`config.mk`:
```
export PLATFORM = sky130hd
export DESIGN_NAME = rtcrm_register_bank
export DESIGN_NICKNAME = d
export VERILOG_FILES = /design/src/rtcrm_pkg.sv /design/src/rtcrm_register_bank.sv
export SDC_FILE = /design/constraint.sdc
export NUM_CORES = 1
export LEC_CHECK = 0
export BUFFER_PORTS_ARGS = -buffer_cell sky130_fd_sc_hd__buf_4
export CORE_MARGIN = 2
export CORE_UTILIZATION = 48
export CTS_CLUSTER_SIZE = 28
export DETAILED_ROUTE_END_ITERATION = 8
export SLEW_MARGIN = 15
export SYNTH_ARGS = -nofsm -noshare
export SYNTH_HDL_FRONTEND = slang
export SYNTH_SLANG_ARGS = --single-unit
```
`constraint.sdc`:
```
create_clock -name sys_clk -period 14.2 [get_ports sys_clk]
set_clock_uncertainty 0.15 [all_clocks]
set_input_delay 2.84 -clock sys_clk [delete_from_list [all_inputs] [get_ports sys_clk]]
set_output_delay 2.84 -clock sys_clk [all_outputs]
set_load 0.03 [all_outputs]
```
`src/rtcrm_pkg.sv`:
```
// package: register map, field layout and reset values for the calendar register bank
package rtcrm_pkg;
  localparam int RTCRM_NUM_REGS = 16;
  localparam logic [3:0] RTCRM_OFF_CONTROL_PRIMARY = 4'h0;
  localparam logic [3:0] RTCRM_OFF_CONTROL_FLAGS_SECONDARY = 4'h1;
  localparam logic [3:0] RTCRM_OFF_SECONDS = 4'h2;
  localparam logic [3:0] RTCRM_OFF_MINUTES = 4'h3;
  localparam logic [3:0] RTCRM_OFF_HOURS = 4'h4;
  localparam logic [3:0] RTCRM_OFF_DAYS = 4'h5;
  localparam logic [3:0] RTCRM_OFF_WEEKDAYS = 4'h6;
  localparam logic [3:0] RTCRM_OFF_MONTHS = 4'h7;
  localparam logic [3:0] RTCRM_OFF_YEARS = 4'h8;
  localparam logic [3:0] RTCRM_OFF_ALARM_MINUTE = 4'h9;
  localparam logic [3:0] RTCRM_OFF_ALARM_HOUR = 4'ha;
  localparam logic [3:0] RTCRM_OFF_ALARM_DAY = 4'hb;
  localparam logic [3:0] RTCRM_OFF_ALARM_WEEKDAY = 4'hc;
  localparam logic [3:0] RTCRM_OFF_FREQUENCY_TRIM = 4'hd;
  localparam logic [3:0] RTCRM_OFF_CLOCK_OUTPUT_TIMER_CONFIG = 4'he;
  localparam logic [3:0] RTCRM_OFF_COUNTDOWN_VALUE = 4'hf;
  // field positions
  localparam int RTCRM_BIT_EXTERNAL_CLOCK_TEST_MODE = 7;
  localparam int RTCRM_BIT_CLOCK_STOP = 5;
  localparam int RTCRM_BIT_SOFT_RESET_TRIGGER = 4;
  localparam int RTCRM_BIT_HOUR_MODE_12 = 2;
  localparam int RTCRM_BIT_OSCILLATOR_STOPPED_FLAG = 7;
  localparam logic [7:0] RTCRM_BCD_MAX_SECONDS = 8'h59;
  localparam logic [7:0] RTCRM_BCD_MAX_MINUTES = 8'h59;
  localparam logic [7:0] RTCRM_BCD_MAX_HOURS = 8'h23;
  // the one position whose read value is undefined: minutes bit 7
  localparam logic [3:0] RTCRM_UNDEF_REG = 4'h3;
  localparam int RTCRM_UNDEF_BIT = 7;
  // implemented bits per register, index = offset
  localparam logic [15:0][7:0] RTCRM_IMPL_MASK = '{
    8'hff, 8'h7b, 8'hff, 8'h87, 8'hbf, 8'hbf, 8'hff, 8'hff,
    8'h1f, 8'h07, 8'h3f, 8'h3f, 8'h7f, 8'hff, 8'hff, 8'hb6};
  // values after reset, index = offset
  localparam logic [15:0][7:0] RTCRM_RESET_VAL = '{
    8'h00, 8'h00, 8'h00, 8'h00, 8'h00, 8'h00, 8'h00, 8'h00,
    8'h01, 8'h00, 8'h01, 8'h00, 8'h00, 8'h80, 8'h00, 8'h00};
  typedef struct packed {
    logic active;
    logic start;
    logic valid;
    logic write;
    logic [3:0] addr;
    logic [7:0] wdata;
  } rtcrm_access_t;
endpackage : rtcrm_pkg

```
`src/rtcrm_register_bank.sv`:
```
// register bank of the calendar clock: byte access, bcd time counters, charge gate
`timescale 1ns/1ps
// Operation
// - time counters (seconds, minutes, hours) held in bcd; date registers do not count
// - other registers plain binary or flag bits
// - unimplemented bits read back as zero
// - one designated bit reads undefined value
// - sixteen registers at consecutive addresses
// - no backup charging while enable low
// - address pointer increments after each byte
// - time counters frozen during register access
module rtcrm_register_bank
  import rtcrm_pkg::*;
#(
  parameter logic UNDEF_BIT_VALUE = 1'b0
) (
  input wire logic sys_clk,
  input wire logic sys_rst,
  input rtcrm_access_t host_access,
  input wire logic second_tick,
  input wire logic charge_enable_pin,
  input wire logic supply_valid_pin,
  output logic [7:0] read_data,
  output logic read_valid,
  output logic [3:0] address_pointer,
  output logic charge_pump_on,
  output logic clock_stopped
);
  logic [15:0][7:0] regs_reg;
  logic [15:0][7:0] regs_next;
  logic [3:0] ptr_reg;
  logic [3:0] ptr_next;
  logic [7:0] rdata_reg;
  logic rvalid_reg;
  logic [3:0] raddr_reg;
  logic pend_reg;
  logic en_meta_reg;
  logic en_sync_reg;
  logic ok_meta_reg;
  logic ok_sync_reg;
  logic charge_reg;

  function automatic logic [8:0] bcd_inc(input logic [7:0] v, input logic [7:0] max);
    logic [8:0] r;
    r = 9'h000;
    if (v >= max) begin
      r = 9'h100;
    end else if (v[3:0] >= 4'h9) begin
      r = {1'b0, v[7:4] + 4'h1, 4'h0};
    end else begin
      r = {1'b0, v[7:4], v[3:0] + 4'h1};
    end
    return r;
  endfunction : bcd_inc

  // byte addressing
  // sixteen byte locations
  wire [3:0] byte_addr = host_access.start ? host_access.addr : ptr_reg;
  wire byte_wr = host_access.valid & host_access.write;
  wire byte_rd = host_access.valid & ~host_access.write;
  wire stop_bit = regs_reg[RTCRM_OFF_CONTROL_PRIMARY][RTCRM_BIT_CLOCK_STOP];
  wire tick_apply = (pend_reg | second_tick) & ~host_access.active & ~stop_bit;
  wire [8:0] sec_inc = bcd_inc({1'b0, regs_reg[RTCRM_OFF_SECONDS][6:0]}, RTCRM_BCD_MAX_SECONDS);
  wire [8:0] min_inc = bcd_inc({1'b0, regs_reg[RTCRM_OFF_MINUTES][6:0]}, RTCRM_BCD_MAX_MINUTES);
  wire [8:0] hr_inc = bcd_inc({2'b00, regs_reg[RTCRM_OFF_HOURS][5:0]}, RTCRM_BCD_MAX_HOURS);
  wire [7:0] read_masked = regs_reg[byte_addr] & RTCRM_IMPL_MASK[byte_addr];
  wire [7:0] undef_fill = (byte_addr == RTCRM_UNDEF_REG) ? (8'({UNDEF_BIT_VALUE}) << RTCRM_UNDEF_BIT) : 8'h00;

  always_comb begin
    regs_next = regs_reg;
    if (tick_apply) begin
      regs_next[RTCRM_OFF_SECONDS][6:0] = sec_inc[6:0];
      if (sec_inc[8]) begin
        regs_next[RTCRM_OFF_MINUTES][6:0] = min_inc[6:0];
        if (min_inc[8]) begin
          regs_next[RTCRM_OFF_HOURS][5:0] = hr_inc[5:0];
        end
      end
    end
    if (byte_wr) begin
      regs_next[byte_addr] = host_access.wdata & RTCRM_IMPL_MASK[byte_addr];
    end
  end

  assign ptr_next = host_access.valid ? byte_addr + 4'h1 : (host_access.start ? host_access.addr : ptr_reg);

  always_ff @(posedge sys_clk or posedge sys_rst) begin
    if (sys_rst) begin
      regs_reg <= RTCRM_RESET_VAL;
      ptr_reg <= 4'h0;
      pend_reg <= 1'b0;
    end else begin
      regs_reg <= regs_next;
      ptr_reg <= ptr_next;
      pend_reg <= (pend_reg | second_tick) & ~tick_apply & ~stop_bit;
    end
  end

  always_ff @(posedge sys_clk or posedge sys_rst) begin
    if (sys_rst) begin
      rdata_reg <= 8'h00;
      rvalid_reg <= 1'b0;
      raddr_reg <= 4'h0;
    end else begin
      rvalid_reg <= byte_rd;
      if (byte_rd) begin
        rdata_reg <= read_masked | undef_fill;
        raddr_reg <= byte_addr;
      end
    end
  end

  always_ff @(posedge sys_clk or posedge sys_rst) begin
    if (sys_rst) begin
      en_meta_reg <= 1'b0;
      en_sync_reg <= 1'b0;
      ok_meta_reg <= 1'b0;
      ok_sync_reg <= 1'b0;
      charge_reg <= 1'b0;
    end else begin
      en_meta_reg <= charge_enable_pin;
      en_sync_reg <= en_meta_reg;
      ok_meta_reg <= supply_valid_pin;
      ok_sync_reg <= ok_meta_reg;
      charge_reg <= en_sync_reg & ok_sync_reg;
    end
  end

  assign read_data = rdata_reg;
  assign read_valid = rvalid_reg;
  assign address_pointer = ptr_reg;
  assign charge_pump_on = charge_reg;
  assign clock_stopped = stop_bit;

  wire [7:0] rd_mask_chk = RTCRM_IMPL_MASK[raddr_reg] |
    ((raddr_reg == RTCRM_UNDEF_REG) ? 8'h80 : 8'h00);
  wire time_written = byte_wr && (byte_addr >= RTCRM_OFF_SECONDS) && (byte_addr <= RTCRM_OFF_HOURS);

  property p_unimpl_zero;
    @(posedge sys_clk) disable iff (sys_rst) read_valid |-> ((read_data & ~rd_mask_chk) == 8'h00);
  endproperty
  a_unimpl_zero: assert property (p_unimpl_zero) else $error("unimplemented bit read nonzero");

  property p_write_masked;
    @(posedge sys_clk) disable iff (sys_rst)
      (byte_wr && !tick_apply) |=> (regs_reg[$past(byte_addr)] == ($past(host_access.wdata) & RTCRM_IMPL_MASK[$past(byte_addr)]));
  endproperty
  a_write_masked: assert property (p_write_masked) else $error("write not masked to implemented bits");

  property p_ptr_inc;
    @(posedge sys_clk) disable iff (sys_rst) host_access.valid |=> ptr_reg == 4'($past(byte_addr) + 4'h1);
  endproperty
  a_ptr_inc: assert property (p_ptr_inc) else $error("pointer did not advance");

  property p_freeze;
    @(posedge sys_clk) disable iff (sys_rst)
      (host_access.active && !time_written) |=> $stable(regs_reg[RTCRM_OFF_SECONDS][6:0]) && $stable(regs_reg[RTCRM_OFF_MINUTES]);
  endproperty
  a_freeze: assert property (p_freeze) else $error("time advanced during access");

  property p_charge_off;
    @(posedge sys_clk) disable iff (sys_rst) !en_sync_reg |=> !charge_pump_on;
  endproperty
  a_charge_off: assert property (p_charge_off) else $error("charging with enable low");

  property p_charge_on;
    @(posedge sys_clk) disable iff (sys_rst) (en_sync_reg && ok_sync_reg) [*2] |-> charge_pump_on;
  endproperty
  a_charge_on: assert property (p_charge_on) else $error("no charging with enable high");

  property p_bcd_wrap;
    @(posedge sys_clk) disable iff (sys_rst)
      (tick_apply && !byte_wr && regs_reg[RTCRM_OFF_SECONDS][6:0] == 7'h59) |=> regs_reg[RTCRM_OFF_SECONDS][6:0] == 7'h00;
  endproperty
  a_bcd_wrap: assert property (p_bcd_wrap) else $error("seconds did not wrap in bcd");

  property p_bcd_digit;
    @(posedge sys_clk) disable iff (sys_rst)
      (tick_apply && !byte_wr && regs_reg[RTCRM_OFF_SECONDS][3:0] == 4'h9 && regs_reg[RTCRM_OFF_SECONDS][6:4] < 3'h5)
      |=> regs_reg[RTCRM_OFF_SECONDS][3:0] == 4'h0;
  endproperty
  a_bcd_digit: assert property (p_bcd_digit) else $error("seconds digit above nine");

  property p_read_latency;
    @(posedge sys_clk) disable iff (sys_rst) byte_rd |=> read_valid ##1 !$past(byte_rd) || read_valid;
  endproperty
  a_read_latency: assert property (p_read_latency) else $error("read answer late");

  property p_read_data;
    @(posedge sys_clk) disable iff (sys_rst)
      byte_rd
      |=> (read_data & RTCRM_IMPL_MASK[raddr_reg]) == $past(regs_reg[byte_addr] & RTCRM_IMPL_MASK[byte_addr]);
  endproperty
  a_read_data: assert property (p_read_data) else $error("read data differs from register");

  property p_undef_fill;
    @(posedge sys_clk) disable iff (sys_rst)
      read_valid && raddr_reg == RTCRM_UNDEF_REG
      |-> read_data[RTCRM_UNDEF_BIT] == UNDEF_BIT_VALUE;
  endproperty
  a_undef_fill: assert property (p_undef_fill) else $error("undefined bit not the chosen value");

  property p_trim_binary;
    @(posedge sys_clk) disable iff (sys_rst)
      byte_wr && byte_addr == RTCRM_OFF_FREQUENCY_TRIM
      |=> regs_reg[RTCRM_OFF_FREQUENCY_TRIM] == $past(host_access.wdata);
  endproperty
  a_trim_binary: assert property (p_trim_binary) else $error("trim byte not stored as written");

  property p_countdown_static;
    @(posedge sys_clk) disable iff (sys_rst)
      !byte_wr
      |=> $stable(regs_reg[RTCRM_OFF_COUNTDOWN_VALUE]);
  endproperty
  a_countdown_static: assert property (p_countdown_static) else $error("countdown byte changed unwritten");

  property p_ptr_wrap;
    @(posedge sys_clk) disable iff (sys_rst)
      host_access.valid && byte_addr == 4'hf
      |=> ptr_reg == 4'h0;
  endproperty
  a_ptr_wrap: assert property (p_ptr_wrap) else $error("pointer did not wrap to zero");

  property p_ptr_hold;
    @(posedge sys_clk) disable iff (sys_rst)
      !host_access.valid && !host_access.start
      |=> $stable(ptr_reg);
  endproperty
  a_ptr_hold: assert property (p_ptr_hold) else $error("pointer moved while idle");

  property p_tick_pending;
    @(posedge sys_clk) disable iff (sys_rst)
      second_tick && host_access.active && !stop_bit
      |=> pend_reg;
  endproperty
  a_tick_pending: assert property (p_tick_pending) else $error("tick during access lost");

  property p_pend_clear;
    @(posedge sys_clk) disable iff (sys_rst)
      pend_reg && !host_access.active && !stop_bit
      |=> !pend_reg;
  endproperty
  a_pend_clear: assert property (p_pend_clear) else $error("pending tick not applied");

  property p_freeze_hours;
    @(posedge sys_clk) disable iff (sys_rst)
      host_access.active && !time_written
      |=> $stable(regs_reg[RTCRM_OFF_HOURS]);
  endproperty
  a_freeze_hours: assert property (p_freeze_hours) else $error("hours advanced during access");

  property p_stop_hold;
    @(posedge sys_clk) disable iff (sys_rst)
      stop_bit && !byte_wr
      |=> $stable(regs_reg[RTCRM_OFF_SECONDS]);
  endproperty
  a_stop_hold: assert property (p_stop_hold) else $error("seconds advanced while stopped");

  property p_min_hold;
    @(posedge sys_clk) disable iff (sys_rst)
      tick_apply && !byte_wr && regs_reg[RTCRM_OFF_SECONDS][6:0] < 7'h59
      |=> $stable(regs_reg[RTCRM_OFF_MINUTES]);
  endproperty
  a_min_hold: assert property (p_min_hold) else $error("minutes moved without carry");

  property p_hour_wrap;
    @(posedge sys_clk) disable iff (sys_rst)
      tick_apply && !byte_wr && regs_reg[RTCRM_OFF_SECONDS][6:0] == 7'h59
        && regs_reg[RTCRM_OFF_MINUTES][6:0] == 7'h59 && regs_reg[RTCRM_OFF_HOURS][5:0] == 6'h23
      |=> regs_reg[RTCRM_OFF_HOURS][5:0] == 6'h00;
  endproperty
  a_hour_wrap: assert property (p_hour_wrap) else $error("hours did not wrap in bcd");

  property p_days_static;
    @(posedge sys_clk) disable iff (sys_rst)
      !byte_wr
      |=> $stable(regs_reg[RTCRM_OFF_DAYS]);
  endproperty
  a_days_static: assert property (p_days_static) else $error("days changed unwritten");

  property p_charge_supply;
    @(posedge sys_clk) disable iff (sys_rst)
      !ok_sync_reg
      |=> !charge_pump_on;
  endproperty
  a_charge_supply: assert property (p_charge_supply) else $error("charging without valid supply");

  property p_read_pulse;
    @(posedge sys_clk) disable iff (sys_rst)
      !byte_rd
      |=> !read_valid;
  endproperty
  a_read_pulse: assert property (p_read_pulse) else $error("read answer without read");

  property p_read_hold;
    @(posedge sys_clk) disable iff (sys_rst)
      !byte_rd
      |=> $stable(read_data);
  endproperty
  a_read_hold: assert property (p_read_hold) else $error("read data changed without read");

  c_burst_read: cover property (@(posedge sys_clk) disable iff (sys_rst) byte_rd ##1 byte_rd ##1 byte_rd);
  c_pointer_wrap: cover property (@(posedge sys_clk) disable iff (sys_rst) host_access.valid && byte_addr == 4'hf);
  c_tick_deferred: cover property (@(posedge sys_clk) disable iff (sys_rst) second_tick && host_access.active ##[1:20] tick_apply);
  c_charging: cover property (@(posedge sys_clk) disable iff (sys_rst) $rose(charge_pump_on));
  c_hour_wrap: cover property (@(posedge sys_clk) disable iff (sys_rst)
    tick_apply && regs_reg[RTCRM_OFF_HOURS][5:0] == 6'h23 && regs_reg[RTCRM_OFF_MINUTES][6:0] == 7'h59);
endmodule : rtcrm_register_bank

```
[After elaboration in Yosys (flattened, before gate mapping)]
Memories as Yosys holds them, arrays and structs flattened.
Cells that the tools add are included.
Word-level totals
  ROM bits: 128
  register bits: 147
  output and inout bits: 15
  logic and storage cells: 80
  memories: 1
Cells by class
  add/sub/neg operators: 7
  bitwise gates (word level): 14
  mux-type cells: 21
  magnitude comparators: 8
  reduce and logical (&&, ||, !) cells: 1
Memories
  (name not given): words 16, width 8, read ports 1, clocked after memory_dff 0, write ports 0, RTL line rtcrm_register_bank.sv:81  | regs_next[byte_addr] = host_access.wdata & RTCRM_IMPL_MASK[byte_addr];
Operators by type and width (count)
  $bwmux 128: 1
  $mux 8: 5
  $mux 38: 1
  $bmux 8 s4: 1
  $demux 8 s4: 1
  $mux 6: 5
  $mux 7: 3
  $mux 9: 2
  $add 4x1->4 const B: 4
  $and 8x8->8: 2
  $ge 7x7->1 const B: 2
  $ge 4x4->1 const B: 3
  $add 3x1->4 const B: 2
  $mux 4: 2
  $and 1x1->1: 7
  $ge 6x6->1 const B: 1
  $lt 4x5->1 const B: 1
  $ge 4x1->1 const B: 1
  $not 1->1: 4
  $add 2x1->2 const B: 1
  $logic_and 1x1->1: 1
  $or 1x1->1: 1

[Longest topological paths before layout]
  depth in word-level cells: 8
  mapped depth: 13
  gate-level depth less buffers: 9

[Worst setup path after synthesis]
No wires, ideal clock.
  path type: input-to-reg
  start point: input host_access[14] (netlist bit)
  end point: register regs_reg[113] (netlist bit)
  data required time: 13925 ps
  buffers on the path: 3
  stages: 8
  slack: 9057 ps
  arrival time: 4869 ps
  library setup time: 125 ps
  cells stage by stage: buf_6 -> mux2i_4 -> buf_6 -> buf_2 -> ha_1 -> nand3_1 -> nor2_2 -> mux2_2
On the way
  cells in the longest elaborated chain, start to end: 6
Ends and longest elaborated chain
  start, declared: RTL line rtcrm_register_bank.sv:19  | input rtcrm_access_t host_access,
  $mux 4 (*)
  $lt 4x5->1 (implied by the code) or $ge 4x1->1 (tied branches): RTL line rtcrm_register_bank.sv:81
  $logic_and 1x1->1 (implied by the code): RTL line rtcrm_register_bank.sv:81
  $mux 8 (implied by the code): RTL line rtcrm_register_bank.sv:81
  $demux 8 s4: RTL line rtcrm_register_bank.sv:81
  $bwmux 128 (*): RTL line rtcrm_register_bank.sv:81
  end signal, assigned: RTL line rtcrm_register_bank.sv:93  | regs_reg <= regs_next;
  end, declared: RTL line rtcrm_register_bank.sv:29  | logic [15:0][7:0] regs_reg;
Mark *: on every way between the ends. The rest lies on a longest branch, timed or not. The select of a mux whose other input is x is not followed.
A chain may end at the register's enable or synchronous reset.

[Worst setup path after layout]
  start point: input host_access[14] (netlist bit)
  end point: register regs_reg[109] (netlist bit)
Same word-level chain as after synthesis.

==> insert_results.sql <==
INSERT INTO impl_metrics (metric_group, metric, value, unit) VALUES
('place', 'gpl.final_weighted_congestion', '0.932', ''),
('clock_network', 'cts.sinks', '141', ''),
('synth', 'ys_dominant_reg_cell', 'sky130_fd_sc_hd__dfrtp_1', ''),
('hold_path', 'timing.hold.worst.class', 'flop to flop', ''),
('clock_network', 'clock_tree.buffer_depth', '2', ''),
('clock_network', 'resized_gates_after_cts', '0', ''),
('critical_path', 'crit_fanout', '36', ''),
('synth', 'synth_area_leader_cell', 'sky130_fd_sc_hd__dfrtp_1', ''),
('global_routing', 'number_of_antenna_violations_at_the_first_check_in_global_routing', '0', ''),
('synth', 'syn_area_per_cell', '10.0', 'sq um'),
('timing', 'final.setup.tns', '0', 'ns'),
('clock_network', 'cts_inserted_buffers', '17', ''),
('routing', 'wl', '20.6', 'mm'),
('critical_path', 'worst_setup_path_start_kind', 'input port', ''),
('critical_path', 'path_class', 'input port to flop', ''),
('synth', 'synth_area', '7330', 'sq um'),
('global_routing', 'first_global_vias', '5769', ''),
('synth', 'synth_nets', '772', ''),
('clock_network', 'clock-root-buffer', 'sky130_fd_sc_hd__clkbuf_16', ''),
('final_layout', 'area.growth.synth_to_final', '12.3', '%'),
('critical_path', 'worst_path_most_repeated_cell', 'sky130_fd_sc_hd__buf_4', ''),
('synth', 'synthMostInstantiatedCell', 'sky130_fd_sc_hd__dfrtp_1', ''),
('flow_run', 'cap_violations', '0', ''),
('critical_path', 'worstPathArrival', '5.79', 'ns'),
('routing', 'detail-route-antenna-nets', '0', ''),
('critical_path', 'critical-path-slowest-cell', 'sky130_fd_sc_hd__o32ai_1', ''),
('clock_network', 'cts_tree', 'built', ''),
('floorplanning', 'die_x', '128', 'um'),
('timing', 'tightest_slew', '1.18', 'ns'),
('routing', 'detailroute.via_count', '5782', ''),
('floorplanning', 'floorplan.initialDensity', '48.8', '%'),
('pwr', 'peak_supply_drop', '0.100', 'mV'),
('synth', 'synth_cells', '730', ''),
('status', 'status', 'finished clean', ''),
('timing', 'grt_setup_unrepaired', 'false', ''),
('floorplanning', 'floorplan.core_area', '15000', 'sq um'),
('timing', 'final.min_clock_period', '5.66', 'ns'),
('floorplanning', 'floorplan.die_area', '16300', 'sq um'),
('floorplanning', 'die_h', '128', 'um'),
('timing', 'setup-violations-final', '0', ''),
('synth', 'ys.warnings.count', '0', ''),
('timing', 'hold_ws', '0.198', 'ns'),
('clock_network', 'clkLatencyLatePin', '0.43', 'ns'),
('pwr', 'p_leak', '3.73', 'nW'),
('routing', 'detail_route.wl_per_cell', '21.7', 'um'),
('synth', 'ys_seq_elements', '141', ''),
('timing', 'finalHoldViolations', '0', ''),
('timing', 'fmax', '0.177', 'GHz'),
('synth', 'synth_async_sr_flop_share', '100', '%'),
('place', 'detailed_place_hpwl', '14.4', 'mm'),
('timing', 'maxSlewViolCount', '0', ''),
('pwr', 'p_total', '1.62', 'mW'),
('synth', 'synth.top_cells.by_area', 'sky130_fd_sc_hd__dfrtp_1, sky130_fd_sc_hd__nand2_1, sky130_fd_sc_hd__o21ai_0, sky130_fd_sc_hd__mux2_2, sky130_fd_sc_hd__mux2i_1', ''),
('timing', 'fin_crit_sh', '39.9', '%'),
('clock_network', 'ctsHoldBuffers', '0', ''),
('clock_network', 'worst_setup_hold_path_clk_slew', '0.06', 'ns'),
('global_routing', 'gr-usage-all-layers', '26.7', '%'),
('timing', 'timing.max_slew.rel_slack', '21.2', '%'),
('final_layout', 'finish.net_count', '792', ''),
('synth', 'synth_enable_flop_cells', '0', ''),
('critical_path', 'critical-path-top-delay-family', 'buffers and inverters', ''),
('synth', 'post-synth-top-area-fraction', '47.1', '%'),
('global_routing', 'grt_pass1_wl', '32.8', 'mm'),
('critical_path', 'critical_path.n_buffers_inverters', '3', ''),
('critical_path', 'critPathCaptureType', 'flop', ''),
('synth', 'fraction_of_the_yosys_area_taken_by_sequential_cells', '48.2', '%'),
('pwr', 'pwr_density_cell', '197', 'nW/um^2'),
('floorplanning', 'rows', '45', ''),
('critical_path', 'worst_path_largest_cell_delay', '0.60', 'ns'),
('place', 'io_buffer_count', '35', ''),
('final_layout', 'num_antenna_cells', '0', '');
[metal layers]
layer	global-route usage [%]	part of all wire, %	vias to the layer above
met5	0	0	-
met1	36.6	45	2926
met3	5.86	5.3	31
met4	8.66	2.2	0
li1	-	-	2652
met2	42.6	47	173
[stage by stage]
step | utilization [%] | worst slack (ns) | std cells | cell area (sq um)
2_1_floorplan | - | 7.43 | 730 | 7330
3_3_place_gp | 51.0 | 8.20 | 919 | 7670
3_5_place_dp | 51.0 | 8.16 | 919 | 7670
4_1_cts | 54.7 | 8.62 | 951 | 8230
5_1_grt | 54.7 | 8.38 | 951 | 8230
6_report | 54.7 | 8.54 | 951 | 8230
[kinds of logic after synthesis]
group                    Yosys count  share of synthesized area [%]
adder cells (fa/ha/maj)           21                           3.58
multiplexers                      74                           12.8
AND/OR/NAND/NOR                  234                           14.8
AO/OA/AOI/OAI                    180                           15.5
flip-flops                       141                           48.2
buffers and inverters             75                           4.57
XOR/XNOR                           5                          0.597
[cell usage in the layout, fill, tap and decap left out, types with 3 or more instances in the layout]
cell type,synthesis,routed
sky130_fd_sc_hd__clkinv_4,0,4
sky130_fd_sc_hd__ha_1,21,21
sky130_fd_sc_hd__mux4_2,5,5
sky130_fd_sc_hd__dfstp_2,3,3
sky130_fd_sc_hd__and2_1,3,3
sky130_fd_sc_hd__a31oi_1,14,14
sky130_fd_sc_hd__o22ai_1,13,13
sky130_fd_sc_hd__nand2_1,130,130
sky130_fd_sc_hd__nor2b_1,10,10
sky130_fd_sc_hd__o22a_1,4,4
sky130_fd_sc_hd__a21oi_1,14,14
sky130_fd_sc_hd__a22oi_1,3,3
sky130_fd_sc_hd__inv_6,0,6
sky130_fd_sc_hd__o32ai_1,3,3
sky130_fd_sc_hd__o211ai_1,10,10
sky130_fd_sc_hd__o21ai_1,5,5
sky130_fd_sc_hd__nand3_1,28,28
sky130_fd_sc_hd__xnor2_1,4,4
sky130_fd_sc_hd__o21ai_0,82,82
sky130_fd_sc_hd__nand4b_1,3,3
sky130_fd_sc_hd__nor2_2,4,4
sky130_fd_sc_hd__clkbuf_16,0,17
sky130_fd_sc_hd__and3_1,7,7
sky130_fd_sc_hd__mux2_2,30,30
sky130_fd_sc_hd__a21boi_0,3,3
sky130_fd_sc_hd__nand4_1,8,8
sky130_fd_sc_hd__inv_1,34,33
sky130_fd_sc_hd__mux2i_1,31,30
sky130_fd_sc_hd__buf_4,4,39
sky130_fd_sc_hd__dfrtp_1,138,138
sky130_fd_sc_hd__inv_8,0,3
sky130_fd_sc_hd__nand2b_1,9,9
sky130_fd_sc_hd__o31ai_1,6,6
sky130_fd_sc_hd__nor3_1,3,3
sky130_fd_sc_hd__nor2_1,19,19
sky130_fd_sc_hd__mux4_1,4,4
[path summary, 6_finish.rpt]
check	startpoint	to	slack, ns	cells after the start
worst max-delay path	host_access[14]	regs_reg[109]	8.54	9
worst max register to register	address_pointer[1]	regs_reg[28]	10.83	8
worst min register to register	ok_meta_reg	ok_sync_reg	0.20	0
min in group asynchronous	sys_rst	regs_reg[25]	2.38	2
worst min-delay path	ok_meta_reg	ok_sync_reg	0.20	0
max in group asynchronous	sys_rst	address_pointer[1]	10.29	3
[power breakdown]
part / total [mW] / switching [mW] / internal, mW
Clock: 0.425 / 0.195 / 0.230
Sequential: 0.684 / 0.121 / 0.563
Combinational: 0.510 / 0.298 / 0.211
Total: 1.62 / 0.615 / 1.00
[cell type report]
class                           instances  area, sq um
Inverter                               37          146
Timing Repair Buffer                   39          293
Fill cell                            1345         6810
Tap cell                              188          235
Multi-Input combinational cell        514         3470
Clock buffer                           17          425
Sequential cell                       141         3530
Clock inverter                         15          130
No activity file was read; power rests on OpenSTA's default activity.
